--- src/include/powerup_pkg.sv ---
/*
 * Shared constants and types for the enable-pin and init sequencer:
 * timing counts, device register map, own APB register map, carriers.
 * Assumes a 200 MHz system clock.
 */
package powerup_pkg;

	// ----------------------------------------------------------------
	// timing
	// ----------------------------------------------------------------
	localparam int CLK_KHZ = 200000;
	localparam int CLK_MHZ = 200;
	localparam int T_READY_MS = 2;
	localparam int T_HOLD_MS = 2;
	localparam int T_TMDS_US = 1;
	localparam int READY_CYC = T_READY_MS * CLK_KHZ;
	localparam int HOLD_CYC = T_HOLD_MS * CLK_KHZ;
	localparam int TMDS_CYC = T_TMDS_US * CLK_MHZ;

	// ----------------------------------------------------------------
	// device register map (reached over the device control bus)
	// ----------------------------------------------------------------
	localparam logic [7:0] REG_FILTER = 8'h16;
	localparam logic [7:0] REG_PAGE_SEL = 8'h40;
	localparam logic [7:0] REG_PAGE_OFF = 8'h41;
	localparam logic [7:0] REG_PAGE_DATA = 8'h42;
	localparam logic [7:0] REG_FC_CTL = 8'h5B;
	localparam int FC_BIT = 5;
	localparam logic [7:0] FILTER_VAL = 8'h02;
	localparam logic [7:0] PAGE_VIDEO = 8'h10;
	localparam logic [7:0] PAGE_LINK = 8'h14;
	localparam logic [7:0] PLL_CTL_OFF = 8'h49;
	localparam logic [7:0] PLL_RST_SET = 8'h10;
	localparam logic [7:0] PLL_RST_CLR = 8'h00;

	// ----------------------------------------------------------------
	// own APB register map
	// ----------------------------------------------------------------
	localparam logic [11:0] A_CTRL = 12'h000;
	localparam logic [11:0] A_STATUS = 12'h004;
	localparam logic [11:0] A_UCFG0 = 12'h010;
	localparam int CTRL_RUN = 0;
	localparam int CTRL_AUTOB = 1;
	localparam int CTRL_HRST = 2;
	localparam int CTRL_FC_LSB = 8;
	localparam logic [15:0] CTRL_RST = 16'h0000;
	localparam int UCFG_VALID = 16;
	localparam int NUM_UCFG = 4;
	localparam logic [16:0] UCFG_RST = 17'h00000;

	// ----------------------------------------------------------------
	// sequence step indices
	// ----------------------------------------------------------------
	localparam logic [2:0] A_FIXED = 3'h2;
	localparam logic [2:0] A_LAST = 3'h5;
	localparam logic [2:0] B_LAST = 3'h7;

	// ----------------------------------------------------------------
	// types
	// ----------------------------------------------------------------
	typedef enum logic [2:0] {
		ST_PREP = 3'b000,
		ST_OFF = 3'b001,
		ST_READY = 3'b010,
		ST_INITA = 3'b011,
		ST_WAITT = 3'b100,
		ST_INITB = 3'b101,
		ST_RUN = 3'b110
	} seq_state_t;

	typedef struct packed {
		logic [7:0] addr;
		logic [7:0] data;
	} devwr_t;

	typedef struct packed {
		logic psel;
		logic penable;
		logic pwrite;
		logic [11:0] paddr;
		logic [31:0] pwdata;
	} apb_req_t;

endpackage : powerup_pkg

--- src/hdl/hold_timer.sv ---
/*
 * Loadable down-counter; expired is high while the count sits at zero.
 * Assumes load and loadVal come from logic on the same clock.
 */
`timescale 1ns/1ps
`default_nettype none

module hold_timer #(
	parameter int CNT_W = 20
) (
	input wire logic clk, // system clock
	input wire logic reset, // synchronous, active high
	input wire logic load, // restart the count
	input wire logic [CNT_W-1:0] loadVal, // cycles to count
	output logic expired // count has reached zero
);

	typedef struct packed {
		logic [CNT_W-1:0] cnt;
	} tmr_state_t;

	tmr_state_t s_r;
	tmr_state_t s_nxt;

	generate
		if (CNT_W < 2 || CNT_W > 31) begin : g_bad_width
			$error("hold_timer: CNT_W out of range");
		end
	endgenerate

	always_comb begin
		s_nxt = s_r;
		if (load) begin
			s_nxt.cnt = loadVal;
		end else if (s_r.cnt != '0) begin
			s_nxt.cnt = s_r.cnt - {{(CNT_W-1){1'b0}}, 1'b1};
		end
	end

	always_ff @(posedge clk) begin
		if (reset) begin
			s_r <= '0;
		end else begin
			s_r <= s_nxt;
		end
	end

	assign expired = (s_r.cnt == '0);

endmodule : hold_timer

`default_nettype wire

--- src/hdl/powerup_init_ctrl.sv ---
/*
 * Host-side controller for a video-to-serial-link bridge: drives the
 * active-high enable pin, waits for the control bus, runs the two
 * initialisation sequences as device register writes, and takes its
 * orders over APB. Assumes an external bus engine on the same clock that
 * carries each devWr word to the device and pulses devWrAck when done.
 */
// What this block does
// enable pin driven from logic, not RC
// no device access until 2 ms after enable
// enable held low at least 2 ms
// release enable only after supplies are stable
// drive video input only after enable
// first sequence clears bit 5 of 0x5B
// first sequence writes 0x02 to 0x16
// second sequence only after TMDS clock stable
// pulse video-input PLL reset via page 0x10
// then pulse serial-link PLL reset via page 0x14
// 0x40/0x41/0x42 form the paged window
// page 0x10 offset 0x49 bit 4 resets
// page 0x14 offset 0x49 bit 4 resets
// TMDS clock stable 1 us before resets
// first sequence before second, redo after reset
`timescale 1ns/1ps
`default_nettype none

module powerup_init_ctrl
	import powerup_pkg::*;
#(
	parameter int CNT_W = 20,
	parameter int HOLD_CYCLES = HOLD_CYC,
	parameter int READY_CYCLES = READY_CYC
) (
	input wire logic clk, // 200 MHz system clock
	input wire logic reset, // synchronous, active high
	input wire apb_req_t apbIn, // APB request from software
	output logic [31:0] prdata, // APB read data
	output logic pready, // APB ready, zero wait
	output logic pslverr, // APB error on unmapped address
	input wire logic suppliesGood, // pin: all supplies settled
	input wire logic tmdsClkStable, // pin: TMDS clock on target
	output logic chipEnablePin, // device enable, active high
	output logic videoInputEnable, // allow video source to drive
	output logic devWrReq, // device write request
	output devwr_t devWr, // device register address and data
	input wire logic devWrAck // device write finished, one pulse
);

	// ----------------------------------------------------------------
	// state
	// ----------------------------------------------------------------
	typedef struct packed {
		seq_state_t st;
		logic supS1;
		logic supS2;
		logic tmdS1;
		logic tmdS2;
		logic chipEn;
		logic vidEn;
		logic req;
		devwr_t wr;
		logic [2:0] idx;
		logic doneA;
		logic doneB;
		logic [15:0] ctrl;
		logic [NUM_UCFG-1:0][16:0] ucfg;
		logic [31:0] prdata;
		logic slverr;
	} ctl_state_t;

	ctl_state_t s_r;
	ctl_state_t s_nxt;
	logic loadT;
	logic [CNT_W-1:0] loadVal;
	logic expired;
	devwr_t cur;
	logic skip;
	logic hit;
	logic apbAccess;

	generate
		if (HOLD_CYCLES < 1 || HOLD_CYCLES >= (2 ** CNT_W) ||
			READY_CYCLES < 1 || READY_CYCLES >= (2 ** CNT_W) ||
			TMDS_CYC >= (2 ** CNT_W)) begin : g_bad_count
			$error("powerup_init_ctrl: count does not fit CNT_W");
		end
	endgenerate

	// ----------------------------------------------------------------
	// step tables
	// ----------------------------------------------------------------
	// second sequence: idx[2] picks the PLL, idx[1:0] the window step
	function automatic devwr_t bWrite(input logic [2:0] i);
		devwr_t w;
		w.addr = REG_PAGE_DATA;
		w.data = PLL_RST_CLR;
		case (i[1:0])
			2'h0: begin
				w.addr = REG_PAGE_SEL;
				w.data = i[2] ? PAGE_LINK : PAGE_VIDEO;
			end
			2'h1: begin
				w.addr = REG_PAGE_OFF;
				w.data = PLL_CTL_OFF;
			end
			2'h2: w.data = PLL_RST_SET;
			default: w.data = PLL_RST_CLR;
		endcase
		return w;
	endfunction : bWrite

	function automatic devwr_t aWrite(input logic [2:0] i,
		input logic [7:0] fcBase, input logic [16:0] u);
		devwr_t w;
		w.addr = u[15:8];
		w.data = u[7:0];
		if (i == 3'h0) begin
			w.addr = REG_FC_CTL;
			w.data = fcBase & ~(8'h01 << FC_BIT);
		end else if (i == 3'h1) begin
			w.addr = REG_FILTER;
			w.data = FILTER_VAL;
		end
		return w;
	endfunction : aWrite

	hold_timer #(
		.CNT_W(CNT_W)
	) u_timer (
		.clk(clk),
		.reset(reset),
		.load(loadT),
		.loadVal(loadVal),
		.expired(expired)
	);

	// ----------------------------------------------------------------
	// next state
	// ----------------------------------------------------------------
	always_comb begin
		logic [1:0] ui;
		logic [2:0] ai;
		ui = 2'h0;
		ai = 3'h0;
		s_nxt = s_r;
		s_nxt.supS1 = suppliesGood;
		s_nxt.supS2 = s_r.supS1;
		s_nxt.tmdS1 = tmdsClkStable;
		s_nxt.tmdS2 = s_r.tmdS1;
		s_nxt.ctrl[CTRL_HRST] = 1'b0;
		loadT = 1'b0;
		loadVal = CNT_W'(HOLD_CYCLES);
		// user entries follow the two fixed writes of the first sequence
		ai = s_r.idx - A_FIXED;
		cur = (s_r.st == ST_INITB) ? bWrite(s_r.idx) :
			aWrite(s_r.idx, s_r.ctrl[CTRL_FC_LSB +: 8], s_r.ucfg[ai[1:0]]);
		skip = (s_r.st == ST_INITA) && (s_r.idx >= A_FIXED) &&
			!s_r.ucfg[ai[1:0]][UCFG_VALID];

		// apb slave: read data is captured in the setup cycle
		apbAccess = apbIn.psel && apbIn.penable;
		hit = (apbIn.paddr == A_CTRL) || (apbIn.paddr == A_STATUS) ||
			(apbIn.paddr[11:4] == A_UCFG0[11:4] && apbIn.paddr[1:0] == 2'h0);
		ui = apbIn.paddr[3:2];
		if (apbIn.psel && !apbIn.penable) begin
			s_nxt.slverr = !hit;
			s_nxt.prdata = 32'h0000_0000;
			if (apbIn.paddr == A_CTRL) begin
				s_nxt.prdata = {16'h0000, s_r.ctrl};
			end else if (apbIn.paddr == A_STATUS) begin
				s_nxt.prdata = {20'h00000, s_r.tmdS2, s_r.supS2, s_r.vidEn,
					s_r.chipEn, s_r.doneB, s_r.doneA, s_r.req, s_r.st,
					2'h0};
			end else if (hit) begin
				s_nxt.prdata = {15'h0000, s_r.ucfg[ui]};
			end
		end
		if (apbAccess && apbIn.pwrite) begin
			if (apbIn.paddr == A_CTRL) begin
				s_nxt.ctrl = apbIn.pwdata[15:0];
			end else if (hit && apbIn.paddr != A_STATUS) begin
				s_nxt.ucfg[ui] = apbIn.pwdata[16:0];
			end
		end

		// sequencer
		case (s_r.st)
			ST_PREP: begin
				loadT = 1'b1;
				loadVal = CNT_W'(HOLD_CYCLES);
				s_nxt.st = ST_OFF;
			end
			ST_OFF: begin
				// release only after the low hold and with supplies good
				if (expired && s_r.supS2 && s_r.ctrl[CTRL_RUN]) begin
					s_nxt.chipEn = 1'b1;
					s_nxt.st = ST_READY;
					loadT = 1'b1;
					loadVal = CNT_W'(READY_CYCLES);
				end
			end
			ST_READY: begin
				if (expired) begin
					s_nxt.st = ST_INITA;
					s_nxt.idx = 3'h0;
					s_nxt.vidEn = 1'b1;
				end
			end
			ST_INITA, ST_INITB: begin
				if (!s_r.req && skip) begin
					s_nxt.idx = s_r.idx + 3'h1;
				end else if (!s_r.req) begin
					s_nxt.req = 1'b1;
					s_nxt.wr = cur;
				end else if (devWrAck) begin
					s_nxt.req = 1'b0;
					s_nxt.idx = s_r.idx + 3'h1;
				end
				if ((!s_r.req && skip) || (s_r.req && devWrAck)) begin
					if (s_r.st == ST_INITA && s_r.idx == A_LAST) begin
						s_nxt.st = ST_WAITT;
						s_nxt.doneA = 1'b1;
						loadT = 1'b1;
						loadVal = CNT_W'(TMDS_CYC);
					end else if (s_r.st == ST_INITB && s_r.idx == B_LAST) begin
						s_nxt.st = ST_RUN;
						s_nxt.doneB = 1'b1;
					end
				end
			end
			ST_WAITT: begin
				// any drop of the stable flag restarts the window
				if (!s_r.tmdS2) begin
					loadT = 1'b1;
					loadVal = CNT_W'(TMDS_CYC);
				end else if (expired && s_r.ctrl[CTRL_AUTOB]) begin
					s_nxt.st = ST_INITB;
					s_nxt.idx = 3'h0;
				end
			end
			ST_RUN: begin
				s_nxt.st = ST_RUN;
			end
			default: begin
				s_nxt.st = ST_PREP;
			end
		endcase

		// hard reset, power-down or supply loss: back to a full low hold
		if (s_r.ctrl[CTRL_HRST] ||
			(s_r.chipEn && (!s_r.supS2 || !s_r.ctrl[CTRL_RUN]))) begin
			s_nxt.st = ST_PREP;
			s_nxt.chipEn = 1'b0;
			s_nxt.vidEn = 1'b0;
			s_nxt.req = 1'b0;
			s_nxt.doneA = 1'b0;
			s_nxt.doneB = 1'b0;
		end
	end

	always_ff @(posedge clk) begin
		if (reset) begin
			s_r <= '0;
			s_r.st <= ST_PREP;
			s_r.ctrl <= CTRL_RST;
			s_r.ucfg <= {NUM_UCFG{UCFG_RST}};
		end else begin
			s_r <= s_nxt;
		end
	end

	assign prdata = s_r.prdata;
	assign pready = 1'b1;
	assign pslverr = s_r.slverr && apbIn.psel && apbIn.penable;
	assign chipEnablePin = s_r.chipEn;
	assign videoInputEnable = s_r.vidEn;
	assign devWrReq = s_r.req;
	assign devWr = s_r.wr;

	// ----------------------------------------------------------------
	// checks
	// ----------------------------------------------------------------
	logic [CNT_W-1:0] lowCnt;
	logic [CNT_W-1:0] highCnt;
	logic [CNT_W-1:0] stCnt;
	logic inB;

	assign inB = (s_r.st == ST_INITB);

	always_ff @(posedge clk) begin
		if (reset) begin
			lowCnt <= '0;
			highCnt <= '0;
			stCnt <= '0;
		end else begin
			lowCnt <= (s_r.chipEn || &lowCnt) ? (s_r.chipEn ? '0 : lowCnt) :
				lowCnt + {{(CNT_W-1){1'b0}}, 1'b1};
			highCnt <= (!s_r.chipEn || &highCnt) ?
				(s_r.chipEn ? highCnt : '0) :
				highCnt + {{(CNT_W-1){1'b0}}, 1'b1};
			stCnt <= (!s_r.tmdS2 || &stCnt) ? (s_r.tmdS2 ? stCnt : '0) :
				stCnt + {{(CNT_W-1){1'b0}}, 1'b1};
		end
	end

	chk_low_hold: assert property (@(posedge clk) disable iff (reset)
		$rose(chipEnablePin) |-> lowCnt >= CNT_W'(HOLD_CYCLES))
		else $error("enable released before the low hold ended");

	chk_bus_ready: assert property (@(posedge clk) disable iff (reset)
		$rose(devWrReq) |-> highCnt >= CNT_W'(READY_CYCLES))
		else $error("device access before bus ready time");

	chk_supply_release: assert property (@(posedge clk)
		disable iff (reset)
		$rose(chipEnablePin) |-> $past(s_r.supS2) && s_r.supS2)
		else $error("enable released without supplies good");

	chk_video_after: assert property (@(posedge clk) disable iff (reset)
		videoInputEnable |-> chipEnablePin && $past(chipEnablePin))
		else $error("video enabled while device disabled");

	chk_fc_bit: assert property (@(posedge clk) disable iff (reset)
		devWrReq && devWr.addr == REG_FC_CTL |-> !devWr.data[FC_BIT])
		else $error("frequency-change reset bit not cleared");

	chk_filter_value: assert property (@(posedge clk)
		disable iff (reset)
		devWrReq && !inB && s_r.idx == 3'h1 |->
			devWr.addr == REG_FILTER && devWr.data == FILTER_VAL)
		else $error("wrong bus event filter write");

	chk_tmds_window: assert property (@(posedge clk) disable iff (reset)
		$rose(inB) |-> $past(stCnt) >= CNT_W'(TMDS_CYC) && s_r.doneA)
		else $error("PLL resets started before TMDS stable window");

	chk_pll_pulse: assert property (@(posedge clk)
		disable iff (reset)
		devWrReq && inB && devWr.addr == REG_PAGE_DATA &&
			devWr.data == PLL_RST_SET && devWrAck
		|=> ##1 devWrReq && devWr.addr == REG_PAGE_DATA &&
			devWr.data == PLL_RST_CLR)
		else $error("PLL reset set not followed by clear");

	chk_page_order: assert property (@(posedge clk)
		disable iff (reset)
		devWrReq && inB && devWr.addr == REG_PAGE_SEL |->
			(devWr.data == PAGE_VIDEO && s_r.idx == 3'h0) ||
			(devWr.data == PAGE_LINK && s_r.idx == 3'h4))
		else $error("wrong page selected for PLL reset");

	chk_req_hold: assert property (@(posedge clk) disable iff (reset) // write request held until ack
		devWrReq && !devWrAck && $past(s_r.st) == s_r.st |=>
			(devWrReq && $stable(devWr)) || !chipEnablePin)
		else $error("device write request dropped or changed early");

endmodule : powerup_init_ctrl

`default_nettype wire

--- config.mk ---
export PLATFORM = sky130hd
export DESIGN_NAME = powerup_init_ctrl
export DESIGN_NICKNAME = d
export VERILOG_FILES = /design/src/include/powerup_pkg.sv /design/src/hdl/hold_timer.sv /design/src/hdl/powerup_init_ctrl.sv
export SDC_FILE = /design/constraint.sdc
export NUM_CORES = 1
export LEC_CHECK = 0
export ABC_AREA = 0
export ABC_CLOCK_PERIOD_IN_PS = 3200
export BUFFER_PORTS_ARGS = -buffer_cell sky130_fd_sc_hd__buf_4
export CAP_MARGIN = 40
export CORE_MARGIN = 1
export CORE_UTILIZATION = 58
export CTS_CLUSTER_DIAMETER = 60
export DETAILED_ROUTE_END_ITERATION = 10
export GPL_TIMING_DRIVEN = 0
export MAX_ROUTING_LAYER = met4
export PLACE_DENSITY = 0.8
export SLEW_MARGIN = 5
export SYNTH_ARGS = -nofsm -noshare
export SYNTH_HDL_FRONTEND = slang
export SYNTH_SLANG_ARGS = --single-unit
--- constraint.sdc ---
create_clock -name clk -period 3.2 [get_ports clk]
set_clock_uncertainty 0.1 [all_clocks]
set_input_delay 0.16 -clock clk [delete_from_list [all_inputs] [get_ports clk]]
set_output_delay 0.16 -clock clk [all_outputs]
set_load 0.01 [all_outputs]
* Word-level counts from Yosys, hierarchy flattened
Index checks and enable logic that the tools add are counted. Widths: inputs -> output; s select.
Storage, ports and cells: logic and storage cells 151, memory bits (read-only) 0, flip-flop bits (word level) 168, memories 0, latch bits 0, input port bits 52, memory bits (writable) 0, output and inout port bits 53
Operators by class: multipliers 0, shift operators 0, add/sub/neg operators 3, div/mod/pow operators 0, mux-type cells 44, $lt $le $gt $ge 4, reductions and logical operators 51, bitwise gates (word level) 5, eq/ne operators 22
Operators with widths (number):
- $mux 17 | 6
- $bmux 17 s2 | 2
- $bwmux 68 | 1
- $mux 19 | 3
- $mux 16 | 3
- $mux 3 | 14
- $mux 20 | 2
- $pmux 19 s2 | 1
- $demux 17 s2 | 1
- $pmux 7 s3 | 1
- $logic_not 20->1 | 1
- $reduce_bool 20->1 | 1
- $sub 20x1->20 const B | 1
- $logic_and 1x1->1 | 18
- $pmux 3 s6 | 1
- $eq 3x3->1 const B | 5
- $eq 12x3->1 const B | 1
- $logic_not 12->1 | 1
- $ne 12x3->1 const B | 1
- $reduce_and 6->1 | 2
- $ne 2x2->1 const B | 5
- $ne 3x3->1 const B | 3
- $pmux 3 s3 | 1
- $reduce_and 3->1 | 3
- 24 further kinds | 51

* Longest topological paths before layout
depth after elaboration 10, depth in mapped cells 10, gate-level depth less buffers 7

* Cells and area by module
A second synthesis with hierarchy kept.
Second synthesis, totals: cells, all modules 912, area total of the unflattened synthesis 8271.7 µm²
By module, submodules not included:
- powerup_init_ctrl | times used 1, seq. area each 2662.6 µm², cells an instance 790, area an instance 7190.6 µm²
- hold_timer | times used 1, seq. area each 400.4 µm², cells an instance 122, area an instance 1081.0 µm²

* Least setup slack after synthesis
No wires, ideal clock.
kind register to register, start register s_r[120] in the netlist's numbering, end register u_timer.s_r[16] in the netlist's numbering, setup time 0.064 ns, buffers on the path 3, period minus slack after synthesis 2.701 ns, setup slack 0.499 ns, required time 3.036 ns, arrival 2.537 ns, cell stages (with the launch flop) 11, path through dfxtp_1 buf_4 buf_1 inv_1 ha_1 nand2_1 nor2_1 o21a_1 or4_1 buf_2 nor2_1
On the way: cells in the longest elaborated chain, start to end 10, elaborated cells between the ends (all ways) 18, those cells by class add/sub (1); order compare (1); eq/ne (1); mux (8); reduce/logical (7)
Ends and longest elaborated chain:
- from (decl) | line powerup_init_ctrl.sv:71 | ctl_state_t s_r;
- from (signal assigned) | line powerup_init_ctrl.sv:268 | s_r <= s_nxt;
- $sub 2x2->2 | line powerup_init_ctrl.sv:154 | ai = s_r.idx - A_FIXED;
- $bmux 17 s2 | line powerup_init_ctrl.sv:158 | !s_r.ucfg[ai[1:0]][UCFG_VALID];
- $mux 17 (not written as such) | line powerup_init_ctrl.sv:158
- $logic_not 1->1 | line powerup_init_ctrl.sv:158
- $logic_and 1x1->1 | line powerup_init_ctrl.sv:157 | skip = (s_r.st == ST_INITA) && (s_r.idx >= A_FIXED) &&
- $logic_and 1x1->1 | line powerup_init_ctrl.sv:219 | if ((!s_r.req && skip) || (s_r.req && devWrAck)) begin
- $logic_or 1x1->1 | line powerup_init_ctrl.sv:219
- $mux 1 or $mux 19 (tied branches) | line powerup_init_ctrl.sv:219
- $pmux 1 s4 or $pmux 19 s2 (tied branches) | line powerup_init_ctrl.sv:187 | case (s_r.st)
- $mux 20 or $reduce_bool 2->1 (tied branches)
- to (signal assigned) | line hold_timer.sv:44 | s_r <= s_nxt;
- to (decl) | line hold_timer.sv:22 | tmr_state_t s_r;
Parallel ways exist; a longest one is shown, timed or not. The select of a mux whose other input is x is not followed. A chain may end at the register's enable or synchronous reset.

* Final worst setup path
start register s_r[119] in the netlist's numbering, end register u_timer.s_r[16] in the netlist's numbering
The elaborated chain is that of the path after synthesis.

==> summary.md <==
| Metric | Value |
|---|---|
| First-pass GRT wire length | 33,000 um |
| Pleak | 0.00361 uW |
| Dominant cell type by area after synthesis | dfxtp_1 |
| Crit-path max FO | 10 |
| Layout area overhead | 20.7% |
| Crit path capture type | flip-flop |
| Fill cells | 995 |
| Post-DR wirelength/cell | 18.4 um |
| Hpwl dp | 14,800 um |
| Hold Crit Endpoint | s_r[117] |
| Ys flop type | dfxtp_1 |
| Core area | 12,700 um^2 |
| Starting density of the core | 59.9% |
| Psw | 1150 uW |
| Register share of total power | 45.9% |
| Clk pwr share | 45.0% |
| Synth unique cells | 60 |
| Final Util | 72.3% |
| Commonest cells in the netlist | dfxtp_1 (153), nor2_1 (123), nand2_1 (87) |
| Global-route usage over all layers | 34.0% |
| Worst EP arrival | 3310 ps |
| Most common cell in the netlist | dfxtp_1 |
| Setup slack, reg-to-reg | 170 ps |
| Yosys Warn Count | 0 |
| Pin count of the biggest net entering global routing | 17 |
| Flip-flop and latch count after synthesis | 153 |
| Overflow left after global routing | 0 |
| PwrDens | 465 nW/um^2 |
| Worst r2r src | s_r[119] |
| Top Ports | 105 |
| Reg clk slew, reported paths | 60 ps |
| Tmin final | 3030 ps |
| Synthesized cell area | 7630 um^2 |
| Slew @ Worst Pin | 875 ps |
| I/O Buffers | 70 |
| Final Slew Violations | 0 |
| Final setup viols | 0 |
| Place WS | -54.5 ps |
| Period utilization | 94.7% |
| Top cells by area, synth | dfxtp_1 (40%), mux4_2 (10%), mux2i_1 (7.6%), nor2_1 (6.1%), buf_4 (4.9%) |
| Total Wirelength | 21,200 um |
| Vias in the first global route | 6,474 |
| CTS tree | done |
| Antenna diodes | 0 |
| Sequential share of the synthesized area | 40.2% |
| Mean number of vias per cell | 5.85 |
| WS Path Type | reg -> reg |
| Fraction of layout cells with a size suffix above 1 | 21.7% |
| Die W | 117 um |
| Placer Congestion | 0.941 |
| Final WS setup | 170 ps |
| Internal cell power | 3130 uW |
| 1st-iter DRT viols | 651 |
| Async SR Flop Fraction | 0% |
| Total clock sinks | 153 |
| Syn_area_per_cell | 9.09 um^2 |
| Post-Layout Inst Area | 9200 um^2 |
| Crit path required time | 3480 ps |
| Fmax | 330 MHz |
| Post-synth top area share | 40.2% |
| Hold WS | 115 ps |
| Slew HR | 41.7% |
| Initial antenna violation count | 0 |
| CTS root buffer | clkbuf_16 |
| Max Root-Sink Buffers | 2 |
| CTS buffer count | 17 |
| Post-DP Area | 8450 um^2 |
| Max-cap viol count | 0 |
| Setup TNS | 0 ps |
| Max VDD drop | 0.000435 V |
| Nets | 1,024 |
| Hold Crit Class | in -> reg |
| Unrepaired setup endpoints after global routing | no |
| Combinational share of power | 9.1% |
| RR Endpoint | u_timer.s_r[16] |
| Sw Share | 26.9% |
| Worst-Skew Late Latency | 440 ps |
| Worst Setup Start Kind | flip-flop |
| DR vias | 6,720 |
| H-tree lvl count | 4 |
| Setup bufs post-CTS | 0 |
| Cell Rows | 41 |
| R2R cell count | 9 |
| Die area | 13,600 um^2 |
| Mapped Cells | 839 |
| DR pass1 iterations | 5 |
| DR DRC count | 0 |
| Post-DRT Antenna Nets | 0 |
| Final Hold Viols | 0 |
| EDFF count, synth | 0 |
| Status | complete, no violations |
| Min-delay src | devWrAck |
| Height of the die | 117 um |
| Hold Path Depth | 5 |
-- layer usage --
metal	share of wire (%)	vias to the layer above	routed length, um	track usage, %
met5	0	-	0	-
met4	3.1	0	662	16.2
met3	9.0	55	1900	6.33
met2	47	347	10000	52.9
met1	41	3172	8590	42.9
li1	-	3146	-	-
-- critical path, stage by stage, from the launching register on --
cell      delay [ps]
dfxtp_1          390
clkbuf_2         330
inv_1            170
ha_1             250
nor3_1           350
o41ai_4          170
o21a_1           270
or4_1            580
buf_2            230
nor2_1           120
-- layout make-up --
| cell class | instances | area, um^2 | area share [%] |
|---|---|---|---|
| Inverter | 12 | 45.0 | 0.490 |
| Tap cell | 172 | 215 | 2.34 |
| Buffer | 107 | 603 | 6.55 |
| Clock buffer | 17 | 425 | 4.62 |
| Clock inverter | 15 | 134 | 1.45 |
| Timing Repair Buffer | 92 | 747 | 8.12 |
| Sequential cell | 153 | 3060 | 33.3 |
| Multi-Input combinational cell | 581 | 3970 | 43.1 |
-- flip-flops by register name (all words and copies together), names as in the netlist --
| signal | flops |
|---|---|
| s_nxt | 2 |
| devWrReq | 1 |
| videoInputEnable | 1 |
| chipEnablePin | 1 |
| prdata | 17 |
| u_timer.s_r | 20 |
| s_r | 95 |
| devWr | 16 |
-- power by group through the flow --
| stage | Clock, uW | Sequential [uW] | Combinational, uW |
|---|---|---|---|
| floorplan | 0 | 2000 | 245 |
| global placement | 0 | 2000 | 356 |
| detailed placement | 0 | 2000 | 364 |
| CTS | 1940 | 1960 | 385 |
| global route | 2000 | 1970 | 427 |
| finish | 1930 | 1960 | 389 |
-- per-stage QoR --
| step | std cells | power [uW] |
|---|---|---|
| global placement | 1095 | 2360 |
| detailed placement | 1097 | 2370 |
| finish | 1149 | 4280 |
| global route | 1149 | 4400 |
| floorplan | 853 | 2240 |
| CTS | 1148 | 4290 |
-- worst max path at each step --
stage	slack [ps]	end	cells after the start	start
floorplan	500	u_timer.s_r[16]	10	s_r[120]
global placement	-80	u_timer.s_r[15]	10	s_r[120]
detailed placement	-50	u_timer.s_r[5]	9	s_r[119]
CTS	230	u_timer.s_r[5]	9	s_r[119]
global route	0.8	u_timer.s_r[14]	9	s_r[119]
finish	170	u_timer.s_r[16]	9	s_r[119]
-- layout by cell type, fill, tap and decap left out, types with 19 or more instances in the layout --
master / synthesis / routed
dfxtp_1: 153 / 153
nor2_1: 123 / 123
buf_4: 50 / 120
nand2_1: 87 / 87
mux2i_1: 58 / 58
a21oi_1: 53 / 53
clkbuf_1: 43 / 42
o21ai_0: 34 / 34
mux4_2: 34 / 34
nor3_1: 22 / 22
dlygate4sd3_1: 0 / 19
-- logic make-up (layout without fill, tap and decap cells) --
kind of cell	Yosys count	count (layout)	synth area share (%)
AOI/OAI and AO/OA	147	147	12.3
DFF	153	153	40.2
adders and majority gates	8	8	1.31
other	2	16	0.0985
buffers and inverters	119	243	8.48
xor gates and xnor gates	17	17	1.95
muxes	94	94	17.9
and+or+nand+nor	299	299	17.8
-- timing repair --
| item | CTS | global route |
|---|---|---|
| setup endpoints to repair | 11 | 0 |
| hold buffers | 19 | 0 |
| endpoints found under the hold margin | 86 | 0 |
| gates resized for setup | 1 | 0 |
Power figures use the tool's default switching activity.
